File: src/common/rsc_params.svh
// Constants for the relay switch control logic: codes, reset values, widths and timing.
`ifndef RSC_PARAMS_SVH
`define RSC_PARAMS_SVH

// Frame length and channel count.
`define RSC_FRAME_BITS 16
`define RSC_NCH 8
`define RSC_GROUP_W 4

// Serial register codes, carried in the address field of a frame.
`define RSC_ADR_OUT 3'h0
`define RSC_ADR_MAP0 3'h1
`define RSC_ADR_MAP1 3'h2
`define RSC_ADR_OVL 3'h3
`define RSC_ADR_OT 3'h4
`define RSC_ADR_OSM 3'h5
`define RSC_ADR_OLC 3'h6
`define RSC_ADR_OLON 3'h7

// Reset values: input zero steers channel 2, input one steers channel 3.
`define RSC_MAP0_RST 8'h04
`define RSC_MAP1_RST 8'h08
`define RSC_OUT_RST 8'h00
`define RSC_TER_RST 1'h1

// Fixed channels used in limp home, and the channels able to work as high side.
`define RSC_LH_CH0 2
`define RSC_LH_CH1 3
`define RSC_HS_CAPABLE 8'hfc

// Restart time in limp home, in microseconds, and the clock rate in MHz.
`define RSC_RETRY_US 200
`define RSC_CLK_MHZ 10
`define RSC_RETRY_CYC (`RSC_RETRY_US * `RSC_CLK_MHZ)
`define RSC_RETRY_W 12

`endif

File: src/common/rsc_pkg.sv
// Types shared by the relay switch control logic.
package rsc_pkg;

	// One sixteen bit serial frame; on the reply the top bit carries the error flag.
	typedef struct packed {
		logic wr;
		logic [2:0] addr;
		logic [3:0] rsvd;
		logic [7:0] data;
	} rsc_frame_s;

	// Per-channel indications from the power stage.
	typedef struct packed {
		logic [7:0] ovl;
		logic [7:0] ot;
		logic [7:0] osm;
		logic [7:0] ol_on;
		logic [7:0] hs_cfg;
	} rsc_ana_s;

	// Every level that arrives from outside the clock domain.
	typedef struct packed {
		logic cs_b;
		logic sclk;
		logic si;
		logic idle;
		logic in0;
		logic in1;
		logic vdd;
		logic limp;
		rsc_ana_s ana;
	} rsc_pins_s;

	// Serial engine states.
	typedef enum logic [0:0] {
		RSC_SPI_IDLE,
		RSC_SPI_ACTIVE
	} rsc_spi_e;

endpackage

File: src/rsc_chan.sv
// One output channel: overload and thermal latches and the limp home restart timer.
`timescale 1ns/1ns
`include "rsc_params.svh"

module rsc_chan (
	// Clock and reset.
	input wire logic clk,
	input wire logic rst_b,
	// Requests and conditions.
	input wire logic req,
	input wire logic limp,
	input wire logic ovl_det,
	input wire logic ot_det,
	input wire logic clr_ovl,
	input wire logic clr_ot,
	// Result.
	output logic drive,
	output logic ovl_flag,
	output logic ot_flag
);

	logic ovl_q;
	logic ovl_d;
	logic ot_q;
	logic ot_d;
	logic [`RSC_RETRY_W-1:0] retry_q;
	logic [`RSC_RETRY_W-1:0] retry_d;
	logic restart;

	// Next state of the latches; a thermal detection in the clearing cycle wins, an overload one counts only while driving.
	always_comb
	begin
		drive = req & ~ovl_q & ~ot_q;
		restart = limp & ovl_q & req & (retry_q == `RSC_RETRY_W'(`RSC_RETRY_CYC - 1)); // [RULE11]
		retry_d = (limp & ovl_q & req) ? retry_q + `RSC_RETRY_W'(1) : '0; // [RULE11]
		ovl_d = ovl_q;
		if (clr_ovl || restart)
		begin
			ovl_d = 1'b0;
		end
		if (ovl_det && drive)
		begin
			ovl_d = 1'b1; // [RULE10]
		end
		ot_d = ot_q;
		if (clr_ot)
		begin
			ot_d = 1'b0;
		end
		if (ot_det)
		begin
			ot_d = 1'b1; // [RULE12]
		end
		ovl_flag = ovl_q;
		ot_flag = ot_q;
	end

	// Latch registers.
	always_ff @(posedge clk or negedge rst_b)
	begin
		if (!rst_b)
		begin
			ovl_q <= 1'b0;
			ot_q <= 1'b0;
			retry_q <= '0;
		end
		else
		begin
			ovl_q <= ovl_d;
			ot_q <= ot_d;
			retry_q <= retry_d;
		end
	end
endmodule

File: src/rsc_top.sv
// Relay switch control logic: serial slave, input mapping, limp home and diagnosis latches.
// Overview of operation
// [RULE1] Every control and diagnosis exchange is a sixteen bit serial frame.
// [RULE2] Shift register passes data through, so chains with eight bit devices work; the code acts only on whole sixteen bit groups.
// [RULE3] The host keeps the serial clock at or below five megahertz.
// [RULE4] Chip select is active low; an undriven pin reads deasserted.
// [RULE5] Serial output is released whenever chip select is high.
// [RULE6] Idle pin high puts the device into idle mode, all channels off.
// [RULE7] By default and in limp home, input zero drives channel 2, input one channel 3.
// [RULE8] Input to channel mapping is written serially; one input may drive many channels.
// [RULE9] Limp home routes inputs to channels 2 and 3 while idle is low.
// [RULE10] Overload switches a channel off until the host re-enables it.
// [RULE11] In limp home an overloaded channel with its input high restarts after the retry time.
// [RULE12] Each channel has over-temperature sensing whose shutdown latches the channel off.
// [RULE13] Serial access works only with digital supply present; channel states are kept.
// [RULE14] Diagnostic conditions are latched flags read over the serial link.
// [RULE15] Output status monitor bits are reported; test current enabled per channel serially.
// [RULE16] On-state open load diagnosis only for channels driving from the high side.
// [RULE17] Channels 0 and 1 are low side; others follow their detected configuration.
// [RULE18] Frames count only in whole sixteen bit groups; sample and shift on opposite edges.
`timescale 1ns/1ns
`include "rsc_params.svh"

module rsc_top (
	// Clock and reset.
	input wire logic clk,
	input wire logic rst_b,
	// Serial link pins.
	input wire logic chip_select_low,
	input wire logic sclk,
	input wire logic si,
	output logic so,
	output logic so_oe_b,
	// Control pins and supply state.
	input wire logic idle,
	input wire logic parallel_input_zero,
	input wire logic parallel_input_one,
	input wire logic vdd_present,
	input wire logic limp_home,
	// Power stage indications.
	input wire rsc_pkg::rsc_ana_s ana,
	// Power stage controls.
	output logic [7:0] channel_on,
	output logic [7:0] open_load_test_current,
	output logic idle_mode
);

	rsc_pkg::rsc_pins_s pins_raw;
	rsc_pkg::rsc_pins_s meta_q;
	rsc_pkg::rsc_pins_s pins_q;
	logic sclk_prev_q;
	logic sclk_rise;
	logic sclk_fall;
	logic cs_act;
	rsc_pkg::rsc_spi_e state_q;
	rsc_pkg::rsc_spi_e state_d;
	logic [15:0] sh_q;
	logic [15:0] sh_d;
	logic [3:0] cnt_q;
	logic [3:0] cnt_d;
	logic any_q;
	logic any_d;
	logic so_q;
	logic so_d;
	logic so_oe_b_q;
	logic ter_q;
	logic ter_d;
	logic [2:0] sel_q;
	logic [2:0] sel_d;
	logic [7:0] out_ctl_q;
	logic [7:0] out_ctl_d;
	logic [7:0] map0_q;
	logic [7:0] map0_d;
	logic [7:0] map1_q;
	logic [7:0] map1_d;
	logic [7:0] olc_q;
	logic [7:0] olc_d;
	logic [7:0] olon_q;
	logic [7:0] olon_d;
	logic [7:0] clr_ovl;
	logic [7:0] clr_ot;
	logic [7:0] rd_data;
	logic frame_end;
	rsc_pkg::rsc_frame_s frame;
	rsc_pkg::rsc_frame_s resp;
	logic [7:0] req;
	logic [7:0] drive;
	logic [7:0] ovl_flag;
	logic [7:0] ot_flag;
	logic [7:0] hs_eff;
	logic [7:0] ch_on_q;
	logic idle_q;

	// Two flip-flops for every outside level; the first stage is read only by the second.
	assign pins_raw = '{cs_b: chip_select_low, sclk: sclk, si: si, idle: idle, in0: parallel_input_zero,
		in1: parallel_input_one, vdd: vdd_present, limp: limp_home, ana: ana};

	always_ff @(posedge clk or negedge rst_b)
	begin
		if (!rst_b)
		begin
			meta_q <= '{cs_b: 1'b1, default: '0}; // [RULE4]
			pins_q <= '{cs_b: 1'b1, default: '0};
			sclk_prev_q <= 1'b0;
		end
		else
		begin
			meta_q <= pins_raw;
			pins_q <= meta_q;
			sclk_prev_q <= pins_q.sclk;
		end
	end

	// Edge finding on the synchronised serial clock, and the select window.
	always_comb
	begin
		sclk_rise = pins_q.sclk & ~sclk_prev_q;
		sclk_fall = ~pins_q.sclk & sclk_prev_q;
		cs_act = ~pins_q.cs_b & pins_q.vdd; // [RULE4] [RULE13]
		frame = rsc_pkg::rsc_frame_s'(sh_q);
		frame_end = (state_q == rsc_pkg::RSC_SPI_ACTIVE) && !cs_act;
		hs_eff = pins_q.ana.hs_cfg & `RSC_HS_CAPABLE; // [RULE17]
	end

	// Reply contents picked by the address of the last accepted frame.
	always_comb
	begin
		case (sel_q)
			`RSC_ADR_OUT: rd_data = out_ctl_q;
			`RSC_ADR_MAP0: rd_data = map0_q;
			`RSC_ADR_MAP1: rd_data = map1_q;
			`RSC_ADR_OVL: rd_data = ovl_flag; // [RULE14]
			`RSC_ADR_OT: rd_data = ot_flag; // [RULE14]
			`RSC_ADR_OSM: rd_data = pins_q.ana.osm; // [RULE15]
			`RSC_ADR_OLC: rd_data = olc_q;
			`RSC_ADR_OLON: rd_data = olon_q;
			default: rd_data = '0;
		endcase
		resp = '{wr: ter_q, addr: sel_q, rsvd: '0, data: rd_data};
	end

	// Serial engine: sample on falling edges, shift out on rising edges, act at deselect.
	always_comb
	begin
		state_d = state_q;
		sh_d = sh_q;
		cnt_d = cnt_q;
		any_d = any_q;
		so_d = so_q;
		ter_d = ter_q;
		sel_d = sel_q;
		out_ctl_d = out_ctl_q;
		map0_d = map0_q;
		map1_d = map1_q;
		olc_d = olc_q;
		clr_ovl = '0;
		clr_ot = '0;
		olon_d = olon_q;
		case (state_q)
			rsc_pkg::RSC_SPI_IDLE:
			begin
				if (cs_act)
				begin
					state_d = rsc_pkg::RSC_SPI_ACTIVE;
					sh_d = resp;
					cnt_d = '0;
					any_d = 1'b0;
				end
			end
			rsc_pkg::RSC_SPI_ACTIVE:
			begin
				if (!cs_act)
				begin
					state_d = rsc_pkg::RSC_SPI_IDLE;
					// Only whole groups with the supply still present count; the last sixteen bits are the frame.
					if (any_q && cnt_q == '0 && pins_q.vdd) // [RULE18] [RULE1] [RULE2] [RULE13]
					begin
						ter_d = 1'b0;
						sel_d = frame.addr;
						if (frame.wr)
						begin
							case (frame.addr)
								`RSC_ADR_OUT: out_ctl_d = frame.data;
								`RSC_ADR_MAP0: map0_d = frame.data; // [RULE8]
								`RSC_ADR_MAP1: map1_d = frame.data; // [RULE8]
								`RSC_ADR_OVL: clr_ovl = frame.data; // [RULE10]
								`RSC_ADR_OT: clr_ot = frame.data;
								`RSC_ADR_OLC: olc_d = frame.data; // [RULE15]
								`RSC_ADR_OLON: olon_d = olon_q & ~frame.data;
								default: sel_d = frame.addr;
							endcase
						end
					end
					else
					begin
						ter_d = 1'b1; // [RULE18]
					end
				end
				else
				begin
					if (sclk_rise)
					begin
						so_d = sh_q[15]; // [RULE2]
					end
					if (sclk_fall)
					begin
						sh_d = {sh_q[14:0], pins_q.si}; // [RULE18]
						cnt_d = cnt_q + 4'h1;
						any_d = 1'b1;
					end
				end
			end
			default: state_d = rsc_pkg::RSC_SPI_IDLE;
		endcase
		// On-state open load is latched only for high side channels that are on; set wins.
		olon_d = olon_d | (pins_q.ana.ol_on & hs_eff & ch_on_q); // [RULE16] [RULE14]
	end

	// Channel requests from serial control, mapped inputs or the limp home routing.
	always_comb
	begin
		req = '0;
		if (pins_q.limp)
		begin
			req[`RSC_LH_CH0] = pins_q.in0; // [RULE9] [RULE7]
			req[`RSC_LH_CH1] = pins_q.in1; // [RULE9] [RULE7]
		end
		else
		begin
			req = out_ctl_q | (map0_q & {8{pins_q.in0}}) | (map1_q & {8{pins_q.in1}}); // [RULE8]
		end
	end

	// One protection cell per channel.
	for (genvar i = 0; i < `RSC_NCH; i++)
	begin : g_ch
		rsc_chan u_chan (
			.clk(clk),
			.rst_b(rst_b),
			.req(req[i]),
			.limp(pins_q.limp),
			.ovl_det(pins_q.ana.ovl[i]),
			.ot_det(pins_q.ana.ot[i]),
			.clr_ovl(clr_ovl[i]),
			.clr_ot(clr_ot[i]),
			.drive(drive[i]),
			.ovl_flag(ovl_flag[i]),
			.ot_flag(ot_flag[i])
		);
	end

	// Registers; the serial engine only leaves idle with the digital supply present.
	always_ff @(posedge clk or negedge rst_b)
	begin
		if (!rst_b)
		begin
			state_q <= rsc_pkg::RSC_SPI_IDLE;
			sh_q <= '0;
			cnt_q <= '0;
			any_q <= 1'b0;
			so_q <= 1'b0;
			so_oe_b_q <= 1'b1;
			ter_q <= `RSC_TER_RST;
			sel_q <= `RSC_ADR_OUT;
			out_ctl_q <= `RSC_OUT_RST;
			map0_q <= `RSC_MAP0_RST; // [RULE7]
			map1_q <= `RSC_MAP1_RST; // [RULE7]
			olc_q <= '0;
			olon_q <= '0;
			ch_on_q <= '0;
			idle_q <= 1'b0;
		end
		else
		begin
			state_q <= state_d;
			sh_q <= sh_d;
			cnt_q <= cnt_d;
			any_q <= any_d;
			so_q <= so_d;
			so_oe_b_q <= ~cs_act; // [RULE5]
			ter_q <= ter_d;
			sel_q <= sel_d;
			out_ctl_q <= out_ctl_d;
			map0_q <= map0_d;
			map1_q <= map1_d;
			olc_q <= olc_d;
			olon_q <= olon_d;
			ch_on_q <= drive & ~{8{pins_q.idle}}; // [RULE6]
			idle_q <= pins_q.idle; // [RULE6]
		end
	end

	assign so = so_q;
	assign so_oe_b = so_oe_b_q;
	assign channel_on = ch_on_q;
	assign open_load_test_current = olc_q;
	assign idle_mode = idle_q;
endmodule

File: config.mk
export PLATFORM = sky130hd
export DESIGN_NAME = rsc_top
export DESIGN_NICKNAME = d
export VERILOG_FILES = /design/src/common/rsc_pkg.sv /design/src/rsc_chan.sv /design/src/rsc_top.sv
export VERILOG_INCLUDE_DIRS = /design/src /design/src/common
export SDC_FILE = /design/constraint.sdc
export NUM_CORES = 1
export LEC_CHECK = 0
export ABC_AREA = 1
export BUFFER_PORTS_ARGS = -buffer_cell sky130_fd_sc_hd__buf_4
export CORE_AREA = 4 4 148 150
export CTS_CLUSTER_SIZE = 16
export DETAILED_ROUTE_END_ITERATION = 8
export DIE_AREA = 0 0 152 154
export GPL_ROUTABILITY_DRIVEN = 0
export GPL_TIMING_DRIVEN = 0
export PLACE_DENSITY = 0.77
export SLEW_MARGIN = 10
export SYNTH_ARGS = -nofsm -noshare
export SYNTH_HDL_FRONTEND = slang
export SYNTH_HIERARCHICAL = 1
export SYNTH_SLANG_ARGS = --single-unit
File: constraint.sdc
create_clock -name clk -period 3.14 [get_ports clk]
set_input_delay 0.314 -clock clk [delete_from_list [all_inputs] [get_ports clk]]
set_output_delay 0.314 -clock clk [all_outputs]
set_load 0.03 [all_outputs]
# [Word-level counts from Yosys, hierarchy flattened]
# Index checks and enable logic that the tools add are counted.
# W data, S select, Z words.
[totals] latchBits=0 in_bits=50 reg_bits=286 wordCells=292 ramBits=0 mem_count=0 output_inout_bits=19 romBits=0
[op_classes] mux=73 eq_ne=24 n_mul=0 n_lt_le_gt_ge=0 reduce_logical=45 bitwise_logic=75 div_mod_pow=0 shift=0 n_addsub=9
[op_table] operator="$mux W8" n=15
[op_table] operator="$add A12 B1 Y12 const B" n=8
[op_table] operator="$eq A12 B11 Y1 const B" n=8
[op_table] operator="$mux W12" n=8
[op_table] operator="$pmux W8 S8" n=1
[op_table] operator="$and A8 B8 Y8" n=6
[op_table] operator="$mux W16" n=3
[op_table] operator="$and A1 B1 Y1" n=43
[op_table] operator="$mux W1" n=37
[op_table] operator="$pmux W16 S2" n=1
[op_table] operator="$reduce_bool A2 Y1" n=16
[op_table] operator="$or A8 B8 Y8" n=3
[op_table] operator="$eq A3 B3 Y1 const B" n=7
[op_table] operator="$not A1 Y1" n=21
[op_table] operator="$reduce_and A5 Y1" n=4
[op_table] operator="$mux W4" n=4
[op_table] operator="$not A8 Y8" n=2
[op_table] operator="$eq A3 B2 Y1 const B" n=4
[op_table] operator="$logic_and A1 B1 Y1" n=10
[op_table] operator="$reduce_and A3 Y1" n=3
[op_table] operator="$logic_or A1 B1 Y1" n=8
[op_table] operator="$pmux W4 S2" n=1
[op_table] operator="$eq A3 B1 Y1 const B" n=2
[op_table] operator="$logic_not A3 Y1" n=2
[op_table] operator="6 further kinds" n=9

# [Logic depth before layout (Yosys ltp)]
[depth] depth_word=9 mapped_depth=12 depth_no_buf=11

# [Modules after synthesis]
# Netlist, hierarchy kept.
[by_module_without_submodules] mod="rsc_top" instances=1 area_each_um2=6473.7 seq_area_each_um2=4161.5 cells_each=646
[by_module_without_submodules] mod="rsc_chan" instances=8 area_each_um2=715.7 seq_area_each_um2=350.3 cells_each=92

# [Least setup slack after synthesis]
# OpenSTA, ideal clock, no wires.
[synth_timing] path_type="reg-to-reg" start="reg pins_q[42] (netlist bit)" end="reg g_ch[5].u_chan.retry_q[10]" setup_slack_ns=1.562 synth_period_minus_slack_ns=1.578 stages_incl_launch_ff=11 required_time_ns=3.027 n_path_buf=1 arrival_time_ns=1.465 setup_ns=0.113 cell_sequence="dfrtp_1 clkbuf_1 a22o_1 o21ai_0 inv_1 nand3_1 clkinv_1 o21ai_0 nand2_1 nand2_1 inv_1"
[synth_between] elab_chain_len=5
[synth_rtl] element="start: declaration" line="rsc_top.sv:50" source="rsc_pkg::rsc_pins_s pins_q;"
[synth_rtl] element="start signal: assignment" line="rsc_top.sv:109" source="pins_q <= meta_q;"
[synth_rtl] element="$and A8 B8 Y8" line="rsc_top.sv:230" source="req = out_ctl_q | (map0_q & {8{pins_q.in0}}) | (map1_q & {8{pins_q.in1}});"
[synth_rtl] element="$or A8 B8 Y8" line="rsc_top.sv:230"
[synth_rtl] element="$mux W4" line="rsc_top.sv:223" source="if (pins_q.limp)"
[synth_rtl] element="net req[5]" line="rsc_top.sv:86" source="logic [7:0] req;"
[synth_rtl] element="$and A1 B1 Y1" line="rsc_chan.sv:35" source="retry_d = (limp & ovl_q & req) ? retry_q + `RSC_RETRY_W'(1) : '0;"
[synth_rtl] element="$mux W12" line="rsc_chan.sv:35"
[synth_rtl] element="net g_ch[5].u_chan.retry_d[10]" line="rsc_chan.sv:27" source="logic [`RSC_RETRY_W-1:0] retry_d;"
[synth_rtl] element="end signal: assignment" line="rsc_chan.sv:71" source="retry_q <= retry_d;"
[synth_rtl] element="end: declaration" line="rsc_chan.sv:26" source="logic [`RSC_RETRY_W-1:0] retry_q;"
# The timed path passes the listed nets, and every way through them passes these cells.
# A chain may end at the register's enable or synchronous reset.

# [Worst setup path in the final report]
[layout_timing] start="reg pins_q[40] (netlist bit)" end="reg g_ch[5].u_chan.retry_q[10]"
[layout_between] elab_chain_len=3 elab_cells_between_ends=4 cone_classes="mux (2); bitwise (2)"
[layout_rtl] element="$mux W4" line="rsc_top.sv:223"
[layout_rtl] element="net req[5]" line="rsc_top.sv:86"
[layout_rtl] element="$and A1 B1 Y1" line="rsc_chan.sv:35"
[layout_rtl] element="$mux W12" line="rsc_chan.sv:35"
[layout_rtl] element="net g_ch[5].u_chan.retry_d[10]" line="rsc_chan.sv:27"
# The timed path passes the listed nets, and every way through them passes these cells.

==> summary.txt <==
Synthesis
  • Post-synthesis sequential area ratio: 57.1%
  • Number of flops mapped to enable cells by yosys: 0
  • Post-Synthesis Cells: 1,382
  • Number of nets in the synthesized netlist: 1,442
  • Count of different cell masters after synthesis: 35
  • Dominant register cell in the synthesized netlist: sky130_fd_sc_hd__dfrtp_1
  • Synth Area per Inst: 8.83 µm²
  • Post-synth ARST share: 100%
  • Synthesis warning total: 6
  • Seq cells post-synth: 278
  • Netlist area before placement: 0.0122 mm²

CTS
  • Number of clock sinks: 278
  • Maximum level of the CTS H-tree: 1
  • Number of buffers inserted to repair setup after CTS: 0
  • Post-cts gate resize count: 0
  • Largest buffer count on any clock path: 3
  • TritonCTS clock tree: yes
  • Insertion delay of the later-clocked pin in the worst-skew pair: 0.56 ns
  • Root Driver: sky130_fd_sc_hd__clkbuf_16
  • Clk pin slew, worst setup/hold paths: 0.06 ns
  • Post-CTS Hold Fix Bufs: 45
  • Num CTS Buffers: 29

Setup path
  • Critical-path cell list: inv_1, o21ai_0, inv_1, nand3_1, clkinv_1, nand2_1, nand2_1, nand2_1, inv_1
  • Reg-to-reg critical path startpoint: pins_q[40]
  • Internal reg-to-reg setup slack: 1.01 ns
  • Max incr delay on CP: 0.68 ns
  • Highest fanout seen on the critical path: 12
  • CP bufs+invs: 4
  • Critical path launch point type: flip-flop
  • End of the worst register-to-register path: g_ch[5].u_chan/retry_q[10]
  • Cell family with most CP delay: buffers and inverters
  • Required @ worst endpoint: 3.58 ns
  • Critical path class: flip-flop to flip-flop
  • Arrival time at the worst endpoint: 2.57 ns
  • Worst-case reg-to-reg path depth: 9
  • Source of the critical timing path: pins_q[40]
  • CP max stage cell: sky130_fd_sc_hd__dfrtp_1
  • Critical Path Sink Type: flip-flop

Final layout
  • Core occupancy in the finished layout: 70.3%
  • Area added between synthesis and finish: 19.2%
  • Layout cell share with drive strength beyond 1: 14.7%
  • Antenna fix cells: 0
  • Final-stage net count: 1,585
  • Final instance area: 0.0145 mm²
  • Most common cell after layout, fill and taps aside: sky130_fd_sc_hd__nand2_1
  • Most used cells in the layout excluding fill and tap cells: sky130_fd_sc_hd__nand2_1 (294), sky130_fd_sc_hd__dfrtp_1 (272), sky130_fd_sc_hd__nor2_1 (186), sky130_fd_sc_hd__nand3_1 (134), sky130_fd_sc_hd__inv_1 (129)

Drt
  • Antenna-violating nets left: 0
  • DRC viols: 0
  • Vias per cell: 5.47
  • Starting DRC count in detailed routing: 922
  • Vias after detailed routing: 9,961
  • Per-cell routed wire length: 16.1 µm
  • Router iterations before antenna repair: 5
  • Routed Wire Length: 29,400 µm

STA
  • Shortest period the worst path allows: 2.13 ns
  • Final count of pins violating max slew: 0
  • Unrepaired setup endpoints after global routing: no
  • Post-route clock period utilization: 67.8%
  • Number of setup violations in the final report: 0
  • Max Clock Freq: 470 MHz
  • Final hold violation count: 0
  • Worst Hold Margin: 0.255 ns
  • Actual slew at the worst max-slew pin: 0.723 ns
  • Worst clock skew: 0.0210 ns
  • Relative max-transition margin: 51.5%

Die
  • Number of primary I/O pins: 69
  • Die outline height: 154 µm
  • Row Count: 53
  • Die Width: 152 µm
  • Die ar.: 0.0234 mm²
  • Floorplan Core Area: 0.0207 mm²
  • Effective utilization at floorplan: 59.0%

Global route
  • Aggregate global-route resource usage: 25.2%
  • Maximum number of pins on one net before global-route repair: 84
  • GRT met3 Usage: 4.39%
  • Routing usage on met1: 34.8%
  • Global routing met2 resource utilization: 41.1%
  • Via count of the first global-routing pass: 9,773
  • Initial antenna violation count: 0
  • Global-route wire length before repair: 48,600 µm
  • Busiest grt layer: met2
  • Final global-route overflow total: 0

Placement
  • Port buffer count: 64
  • Post-place instance area: 0.0131 mm²
  • Post-detailed-placement half-perimeter wirelength: 19,200 µm

Worst hold path
  • Class of the most critical hold timing path: primary input to asynchronous set/reset pin

Outcome
  • Result of the run: complete, no violations

Power
  • PD cells: 600 mW/mm²
  • Total power after layout: 8.72 mW
  • Worst voltage drop across the vdd grid: 478 µV
  • LEAKAGE: 6.86 nW

Flow run
  • Max-cap viol count: 0
==> metrics by stage <==
stage | std cells | worst slack [ns] | setup TNS [ns]
6_report | 1821 | 1.01 | 0
5_1_grt | 1821 | 0.758 | 0
4_1_cts | 1821 | 0.975 | 0
3_5_place_dp | 1724 | 1.00 | 0
3_3_place_gp | 1721 | -0.550 | -141.67
2_1_floorplan | 1382 | 1.56 | 0
==> worst max path at each step <==
stage / end / depth (start not counted)
2_1_floorplan: g_ch[5].u_chan/retry_q[10] / 10
3_3_place_gp: g_ch[3].u_chan/retry_q[8] / 1
3_5_place_dp: g_ch[5].u_chan/retry_q[10] / 9
4_1_cts: g_ch[5].u_chan/retry_q[10] / 9
5_1_grt: g_ch[2].u_chan/retry_q[10] / 9
6_report: g_ch[5].u_chan/retry_q[10] / 9
==> metal layers <==
layer  share of wire (%)  wire (µm)
met1                  42      12300
met2                  47      13800
met3                 7.6       2220
met4                 3.2        954
met5                   0          0
==> worst reg2reg max path: cells and delay by family, from the launching register on <==
| family | cells | cell delay [ns] |
|---|---|---|
| AOI/OAI and AO/OA | 1 | 0.18 |
| DFF | 1 | 0.68 |
| buffers and inverters | 4 | 0.70 |
| and+or+nand+nor | 4 | 0.46 |
==> kinds of logic (layout without fill, tap and decap cells) <==
group / count (synthesis) / after routing / synth area share [%]
fa+ha+maj: 10 / 10 / 1.03
buf+inv: 186 / 350 / 6.33
compound gates: 166 / 166 / 7.44
flops: 278 / 278 / 57.1
simple gates: 740 / 740 / 28.0
xor+xnor: 1 / 1 / 0.0718
mux: 1 / 1 / 0.0923
==> final cells by class <==
cell class / count / area [µm²]
fill: 1576 / 6150
timing repair buffer: 112 / 1020
buffer: 34 / 201
clock inverter: 10 / 140
multi-input combinational: 918 / 4460
tap: 275 / 344
clock buffer: 42 / 835
inverter: 152 / 571
sequential: 278 / 6960
==> sequential cells by signal, indices dropped and copies added, names as in the netlist, 6 cells and up <==
register                count
map1_q                      8
hs_eff                      6
open_load_test_current      8
meta_q                     44
map0_q                      8
out_ctl_q                   8
pins_q                     38
channel_on                  8
g_ch.u_chan/ovl_flag        8
olon_q                      8
g_ch.u_chan/retry_q        96
frame                      16
g_ch.u_chan/ot_flag         8
==> synth_stat cells, types with 13 or more instances <==
library cell,instances,area share [%]
sky130_fd_sc_hd__buf_2,17,0.70
sky130_fd_sc_hd__nor2_4,26,2.4
sky130_fd_sc_hd__nor2_2,13,0.67
sky130_fd_sc_hd__o21ai_0,61,2.5
sky130_fd_sc_hd__nand4_1,47,2.4
sky130_fd_sc_hd__inv_1,129,4.0
sky130_fd_sc_hd__nand2_2,24,1.2
sky130_fd_sc_hd__dfrtp_1,272,56
sky130_fd_sc_hd__inv_2,15,0.46
sky130_fd_sc_hd__nand2_1,294,9.0
sky130_fd_sc_hd__nand3_1,134,5.5
sky130_fd_sc_hd__nor2_1,186,5.7
sky130_fd_sc_hd__a21oi_1,62,2.5
==> power by group <==
group	internal, mW	switching, mW	leakage, nW
logic	0.406	0.966	2.80
registers	3.76	0.125	3.57
clock network	2.09	1.38	0.484
total	6.25	2.47	6.86
(Power assumes the default switching activity.)
